## src/adc_pkg.sv

```systemverilog
// Constants shared by the device command and status core
`default_nettype none
package adc_pkg;
  localparam int DATA_W = 8;
  localparam int BCNT_W = 16;
  localparam int TAG_W = 5;
  localparam int QDEPTH = 32;
  // Register select codes on the host port
  localparam logic [2:0] REG_DATA = 3'h0;
  localparam logic [2:0] REG_ERROR = 3'h1;
  localparam logic [2:0] REG_SECCNT = 3'h2;
  localparam logic [2:0] REG_LBA_LO = 3'h3;
  localparam logic [2:0] REG_BCNT_LO = 3'h4;
  localparam logic [2:0] REG_BCNT_HI = 3'h5;
  localparam logic [2:0] REG_DEVICE = 3'h6;
  localparam logic [2:0] REG_COMMAND = 3'h7;
  // Status, error and device register bit positions and reset values
  localparam int ST_BUSY = 7;
  localparam int ST_DRQ = 3;
  localparam int ST_ERR = 0;
  localparam int ER_ABORT = 2;
  localparam int DEV_SEL_BIT = 4;
  localparam logic [7:0] STATUS_RST = 8'h00;
  localparam logic [7:0] ERROR_RST = 8'h01;
  // Signature values; arbitrary, chosen for this core
  localparam logic [7:0] SIG_PKT_LO = 8'h14;
  localparam logic [7:0] SIG_PKT_HI = 8'hEB;
  localparam logic [7:0] SIG_ATA_LO = 8'h00;
  localparam logic [7:0] SIG_ATA_HI = 8'h00;
  localparam logic [7:0] SIG_COUNT = 8'h01;
  localparam logic [7:0] SIG_LBA = 8'h01;
endpackage
`default_nettype wire

```

## src/adc_queue.sv

```systemverilog
// Outstanding command tracker, one bit per tag
`default_nettype none
module adc_queue #(
  parameter int DEPTH = adc_pkg::QDEPTH,
  parameter int TW = adc_pkg::TAG_W
) (
  input wire logic i_clock,
  input wire logic i_reset_n,
  input wire logic i_set,
  input wire logic [TW-1:0] i_set_tag,
  input wire logic i_clear,
  input wire logic [TW-1:0] i_clear_tag,
  output logic o_any,
  output logic o_busy_tag
);
  logic [DEPTH-1:0] pend_reg;
  genvar g;
  generate
    for (g = 0; g < DEPTH; g++) begin : g_ent
      // Set wins over a clear on the same tag
      always_ff @(posedge i_clock or negedge i_reset_n) begin
        if (!i_reset_n) begin
          pend_reg[g] <= 1'b0;
        end else if (i_set && i_set_tag == TW'(g)) begin
          pend_reg[g] <= 1'b1;
        end else if (i_clear && i_clear_tag == TW'(g)) begin
          pend_reg[g] <= 1'b0;
        end
      end
    end
  endgenerate
  assign o_any = |pend_reg;
  assign o_busy_tag = pend_reg[i_set_tag];
endmodule
`default_nettype wire

```

## src/adc_core.sv

```systemverilog
// Device side command acceptance, completion and status core
`default_nettype none
// Overview of operation
// - Command accepted only when selected, not busy, and command register written
// - Completion loads error and status, clears busy and data request, pends interrupt
// - Interrupt line asserted only if pending, enable bit clear, and selected
// - Selected when host drive select bit equals jumper or cable device number
// - Abort completes with error status bit and abort error bit set
// - Non-data register transfers move one 8-bit value
// - Queued commands may release bus by clearing busy and data request early
// - Device loads byte count with bytes moved this data request
// - Signature in command registers shows packet feature support
// - Each Ultra DMA burst spans one acknowledge assertion and negation
// - Track accepted uncompleted queued commands; only queued commands may overlap
module adc_core #(
  parameter bit PACKET_DEV = 1'b1
) (
  input wire logic i_clock,
  input wire logic i_reset_n,
  input wire logic i_wr,
  input wire logic i_rd,
  input wire logic [2:0] i_addr,
  input wire logic [7:0] i_wdata,
  input wire logic i_cable_select_pin,
  input wire logic i_irq_disable_n,
  input wire logic i_udma_en,
  input wire logic i_dmack_n,
  input wire logic i_done,
  input wire logic i_abort,
  input wire logic [7:0] i_done_status,
  input wire logic [7:0] i_done_error,
  input wire logic i_release,
  input wire logic i_drq_set,
  input wire logic [15:0] i_xfer_bytes,
  input wire logic i_tagged_queuing,
  input wire logic [4:0] i_tag,
  output logic [7:0] o_rdata,
  output logic o_intrq,
  output logic o_cmd_valid,
  output logic [7:0] o_cmd_code,
  output logic o_refused,
  output logic o_queue_any,
  output logic o_burst_start,
  output logic o_burst_end
);
  typedef enum logic [2:0] {
    ADC_IDLE = 3'b001,
    ADC_BUSY = 3'b010,
    ADC_PEND = 3'b100
  } adc_state_t;
  adc_state_t state_reg, state_next;
  logic [7:0] status_reg, error_reg, devreg_reg, cnt_reg, lba_reg;
  logic [15:0] bcnt_reg;
  logic [7:0] rdata_reg;
  logic intrq_reg, cmdv_reg, refused_reg, bs_reg, be_reg, dmack_reg, qany_reg;
  logic [7:0] cmd_reg;
  logic q_any, q_hit;

  wire selected = devreg_reg[adc_pkg::DEV_SEL_BIT] == i_cable_select_pin;
  wire busy = status_reg[adc_pkg::ST_BUSY];
  wire wr_cmd = i_wr && i_addr == adc_pkg::REG_COMMAND;
  wire accept_raw = wr_cmd && selected && !busy;
  // overlap only for queued commands on a free tag
  wire accept = accept_raw && (!q_any || (i_tagged_queuing && !q_hit));
  wire finish = (i_done || i_abort) && busy;
  // device grant clipped to host limit
  wire [15:0] grant = (i_xfer_bytes > bcnt_reg) ? bcnt_reg : i_xfer_bytes;
  wire dmack_fall = i_udma_en && dmack_reg && !i_dmack_n;
  wire dmack_rise = i_udma_en && !dmack_reg && i_dmack_n;

  adc_queue u_queue (
    .i_clock(i_clock),
    .i_reset_n(i_reset_n),
    .i_set(accept && i_tagged_queuing),
    .i_set_tag(i_tag),
    .i_clear(finish && i_tagged_queuing),
    .i_clear_tag(i_tag),
    .o_any(q_any),
    .o_busy_tag(q_hit)
  );

  always_comb begin
    state_next = state_reg;
    case (state_reg)
      ADC_IDLE: if (accept) state_next = ADC_BUSY;
      ADC_BUSY: if (finish) state_next = ADC_PEND;
      // Pending cleared by a new command
      ADC_PEND: if (accept) state_next = ADC_BUSY;
      default: state_next = ADC_IDLE;
    endcase
  end

  always_ff @(posedge i_clock or negedge i_reset_n) begin
    if (!i_reset_n) begin
      state_reg <= ADC_IDLE;
      status_reg <= adc_pkg::STATUS_RST;
      error_reg <= adc_pkg::ERROR_RST;
      devreg_reg <= 8'h00;
      bcnt_reg <= 16'h0000;
      cnt_reg <= adc_pkg::SIG_COUNT;
      lba_reg <= adc_pkg::SIG_LBA;
      cmd_reg <= 8'h00;
    end else begin
      state_reg <= state_next;
      if (i_wr && i_addr == adc_pkg::REG_DEVICE) begin
        devreg_reg <= i_wdata;
      end
      if (i_wr && i_addr == adc_pkg::REG_SECCNT) begin
        cnt_reg <= i_wdata;
      end
      if (i_wr && i_addr == adc_pkg::REG_LBA_LO) begin
        lba_reg <= i_wdata;
      end
      if (i_wr && i_addr == adc_pkg::REG_BCNT_LO && !busy) begin
        bcnt_reg[7:0] <= i_wdata;
      end else if (i_wr && i_addr == adc_pkg::REG_BCNT_HI && !busy) begin
        bcnt_reg[15:8] <= i_wdata;
      // byte count for this data request
      end else if (i_drq_set && busy) begin
        bcnt_reg <= grant;
      end
      if (accept) begin
        cmd_reg <= i_wdata;
        status_reg <= 8'h80;
      end else if (finish) begin
        status_reg <= (i_done_status & 8'h77) | (i_abort ? 8'h01 : 8'h00);
        error_reg <= i_abort ? (i_done_error | 8'h04) : i_done_error;
      end else if (i_release && busy && i_tagged_queuing) begin
        status_reg[adc_pkg::ST_BUSY] <= 1'b0;
        status_reg[adc_pkg::ST_DRQ] <= 1'b0;
      end else if (i_drq_set && busy) begin
        status_reg[adc_pkg::ST_DRQ] <= 1'b1;
      end
    end
  end

  // signature on the byte count registers
  wire [7:0] sig_lo = PACKET_DEV ? adc_pkg::SIG_PKT_LO : adc_pkg::SIG_ATA_LO;
  wire [7:0] sig_hi = PACKET_DEV ? adc_pkg::SIG_PKT_HI : adc_pkg::SIG_ATA_HI;
  wire sig_shown = state_reg == ADC_IDLE && bcnt_reg == 16'h0000;
  logic [7:0] rd_mux;
  always_comb begin
    case (i_addr)
      adc_pkg::REG_ERROR: rd_mux = error_reg;
      adc_pkg::REG_SECCNT: rd_mux = cnt_reg;
      adc_pkg::REG_LBA_LO: rd_mux = lba_reg;
      adc_pkg::REG_BCNT_LO: rd_mux = sig_shown ? sig_lo : bcnt_reg[7:0];
      adc_pkg::REG_BCNT_HI: rd_mux = sig_shown ? sig_hi : bcnt_reg[15:8];
      adc_pkg::REG_DEVICE: rd_mux = devreg_reg;
      adc_pkg::REG_COMMAND: rd_mux = status_reg;
      default: rd_mux = 8'h00;
    endcase
  end

  wire selected_next = ((i_wr && i_addr == adc_pkg::REG_DEVICE) ? i_wdata[adc_pkg::DEV_SEL_BIT]
                        : devreg_reg[adc_pkg::DEV_SEL_BIT]) == i_cable_select_pin;
  wire intrq_next = state_next == ADC_PEND && !i_irq_disable_n && selected_next;

  always_ff @(posedge i_clock or negedge i_reset_n) begin
    if (!i_reset_n) begin
      rdata_reg <= 8'h00;
      intrq_reg <= 1'b0;
      cmdv_reg <= 1'b0;
      refused_reg <= 1'b0;
      dmack_reg <= 1'b1;
      bs_reg <= 1'b0;
      be_reg <= 1'b0;
      qany_reg <= 1'b0;
    end else begin
      rdata_reg <= i_rd ? rd_mux : rdata_reg;
      intrq_reg <= intrq_next;
      cmdv_reg <= accept;
      refused_reg <= accept_raw && !accept;
      dmack_reg <= i_dmack_n;
      bs_reg <= dmack_fall;
      be_reg <= dmack_rise;
      // Queue flag lags one cycle so the output leaves a flop
      qany_reg <= q_any;
    end
  end

  assign o_rdata = rdata_reg;
  assign o_intrq = intrq_reg;
  assign o_cmd_valid = cmdv_reg;
  assign o_cmd_code = cmd_reg;
  assign o_refused = refused_reg;
  assign o_queue_any = qany_reg;
  assign o_burst_start = bs_reg;
  assign o_burst_end = be_reg;
endmodule
`default_nettype wire

```

## config.mk

```make
export PLATFORM = sky130hd
export DESIGN_NAME = adc_core
export DESIGN_NICKNAME = d
export VERILOG_FILES = /design/src/adc_pkg.sv /design/src/adc_queue.sv /design/src/adc_core.sv
export SDC_FILE = /design/constraint.sdc
export NUM_CORES = 1
export LEC_CHECK = 0
export CAP_MARGIN = 20
export CORE_UTILIZATION = 27
export DETAILED_ROUTE_END_ITERATION = 7
export DONT_BUFFER_PORTS = 1
export SYNTH_ARGS = -nofsm -noshare
export SYNTH_HDL_FRONTEND = slang
export SYNTH_HIERARCHICAL = 1
export SYNTH_SLANG_ARGS = --single-unit
```

## constraint.sdc

```tcl
create_clock -name i_clock -period 2.67 [get_ports i_clock]
set_input_delay 0 -clock i_clock [delete_from_list [all_inputs] [get_ports i_clock]]
set_output_delay 0 -clock i_clock [all_outputs]
set_load 0.1 [all_outputs]
```

==> results_dict.tcl <==
set metrics [dict create \
    power.density_nw_per_um2 909 \
    seq_area_frac_synth_pct 48.5 \
    worst_hold_path_type "input pin to register" \
    rsz0062_at_grt "false" \
    ys_warn_count 6 \
    syn2layout_area_growth_pct 28.5 \
    multi_input_area_um2 2820 \
    required_ps 3010 \
    largest_reg_flops 32 \
    ant_nets 0 \
    clk_pin_slew_ps 60 \
    grt_max_degree 115 \
    placed_cells 837 \
    hpwlAfterDp_mm 12.2 \
    drv_cap 0 \
    rr_worst_depth 7 \
    skew_ps 10.2 \
    synth.top_cell.area_share_pct 46.3 \
    die_y_um 150 \
    synth_area_leaders "dfrtp_1 46%, mux2_2 6.3%, o21ai_0 4.5%" \
    core.rowCount 53 \
    drive_gt1_share_pct 15.5 \
    cp_top_family "simple AND/OR/NAND/NOR gates" \
    ys_ff_latch 114 \
    vias 4967 \
    hold_end "o_refused$_DFF_PN0_" \
    crit_arrival_ps 2940 \
    fillers 2133 \
    wl_per_cell_um 19.4 \
    cp-start-kind "register" \
    synth_edf_count 0 \
    worstSetupPathType "register to register" \
    globalRouteOverflowTotal 0 \
    stdcell_count 945 \
    syn_area_per_cell_um2 10.3 \
    port-buffer-count 0 \
    cts_htree_levels 4 \
    crit_path_top_delay_cell "dlygate4sd3_1" \
    setup_tns_ps 0 \
    slew_headroom_pct 28.0 \
    die_w_um 150 \
    wl_mm 18.4 \
    synth_nets 647 \
    tightest_slew_ps 1070 \
    rrSetupSlack_ps 70 \
    max_freq_mhz 385 \
    postCtsSetupBuffers 0 \
    cts.sinks 114 \
    grt_use_total_pct 17.1 \
    core-area_um2 21200 \
    fin_nets 734 \
    period_needed_ps 2600 \
    register_area_um2 2860 \
    critPathMaxStageDelay_ps 560 \
    irDropWorstVdd_mv 0.426 \
    grt_pass1_wl_mm 28.7 \
    yosys.area.top_type "dfrtp_1" \
    setup_viol_count_final 0 \
    crit_chain "nor4_1, nand3_1, nor2_1, o311ai_0, a221o_1, dlygate4sd3_1, o21ai_0" \
    final_cell_mix "109 x dfrtp_1, 75 x dlygate4sd3_1, 54 x nand2_1" \
    hold_violations 0 \
    async_flop_share_pct 100 \
    r2r_end "o_rdata[2]$_DFFE_PN0P_" \
    clkLatencyLatePin_ps 420 \
    fin_crit_sh_pct 97.4 \
    start_util_pct 27.8 \
    antenna_found_initial 1 \
    rr_startpoint "bcnt_reg[4]$_DFFE_PN0P_" \
    cts-root-buf "clkbuf_16" \
    p_leak_nw 3.23 \
    finalHoldWorstSlack_ps 9.83 \
    worst_slack_ps 70.6 \
    layout_commonest_cell "dfrtp_1" \
    via_per_inst 5.26 \
    hp-start "i_tag[3]" \
    status "finished, final reports clean" \
    dieArea_um2 22400 \
    worst_setup_path_end_kind "register" \
    ys_types 63 \
    syn_inst 570 \
    place_ws_ps 212 \
    first_iter_violations 278 \
    drv_slew 0 \
    cts_tree "built" \
    ys.flop_type "dfrtp_1" \
    place_congestion 0.882 \
    holdPathStages 4 \
    crit_fanout 7 \
    first_global_vias 5045 \
    syn-cell-area_um2 5900 \
    ios 83 \
    dr.pass1.iters 5 \
    clk_path_buf_depth 2 \
    cts_buffers 17 \
    fin_util_pct 35.7 \
    worst-path-buf-inv 1 \
    drc_errors 0 \
]
[where the power goes]
| part | leakage [nW] | total (mW) | internal, mW | switching, mW |
|---|---|---|---|---|
| sequential | 1.43 | 2.98 | 2.15 | 0.827 |
| clock | 0.260 | 2.15 | 1.29 | 0.861 |
| combinational | 1.53 | 1.75 | 0.796 | 0.957 |
| total | 3.23 | 6.89 | 4.24 | 2.65 |
[tightest hold or removal path: stages]
cell     delay (ps)
nand4_1          70
nand3_1         110
o21ai_1          80
nor2_1          120
[cells by family (layout without fill, tap and decap cells)]
family,after synthesis,after routing,synth area share (%)
buffers and inverters,52,151,4.05
AND/OR/NAND/NOR,156,156,13.5
flip-flops,114,114,48.5
other,0,1,0
adder cells (fa/ha/maj),16,16,3.39
multiplexers,61,61,11.7
AO/OA/AOI/OAI,168,168,18.4
XOR/XNOR,3,3,0.446
[cells in the mapped netlist, types with 14 or more instances]
library cell	n
nand2_1	54
o21ai_1	33
ha_1	16
nor2_1	19
dfrtp_1	109
mux2_2	33
mux2i_1	25
nor4_1	14
nand3_1	18
a21oi_1	14
o21ai_0	53
inv_1	29
[metrics by stage]
stage	cell area, µm²	total power, mW
6_report	7580	6.89
5_1_grt	7580	7.24
4_1_cts	7550	6.90
3_5_place_dp	6230	4.46
3_3_place_gp	6230	4.42
2_1_floorplan	5900	4.04
[cell type report]
cell class                 count  area share [%]
sequential                   114            37.7
tap                          275            4.54
inverter                      29            1.44
multi-input combinational    404            37.2
clock inverter                13            1.50
clock buffer                  18            5.80
timing repair buffer          91            11.8
antenna                        1          0.0330
[routing by layer]
layer  GRT usage [%]  up-vias  routed length, µm
met5               0        -                  0
met3            5.95       19               1560
li1                -     2304                  -
met1            22.1     2461               7940
met2            26.8      183               8600
met4            5.20        0                254
[what timing repair did]
action                                  4_1_cts  5_1_grt
gates resized for setup                       0        5
endpoints found under the hold margin       223        1
endpoints found under the setup margin        0       17
hold buffers                                 75        1
[worst max-delay path by stage]
stage / start / endpoint / slack, ps / depth (start not counted)
final: bcnt_reg[4]$_DFFE_PN0P_ / o_rdata[2]$_DFFE_PN0P_ / 70 / 7
after floorplan: u_queue/pend_reg[7]$_DFFE_PN0P_ / u_queue/pend_reg[25]$_DFFE_PN0P_ / 290 / 12
after global placement: u_queue/pend_reg[1]$_DFFE_PN0P_ / u_queue/pend_reg[25]$_DFFE_PN0P_ / 270 / 9
after global routing: u_queue/pend_reg[9]$_DFFE_PN0P_ / status_reg[2]$_DFFE_PN0P_ / 20 / 8
after detailed placement: u_queue/pend_reg[6]$_DFFE_PN0P_ / u_queue/pend_reg[4]$_DFFE_PN0P_ / 210 / 11
after CTS: u_queue/pend_reg[7]$_DFFE_PN0P_ / status_reg[2]$_DFFE_PN0P_ / 90 / 10
No activity file was read; power rests on OpenSTA's default activity.
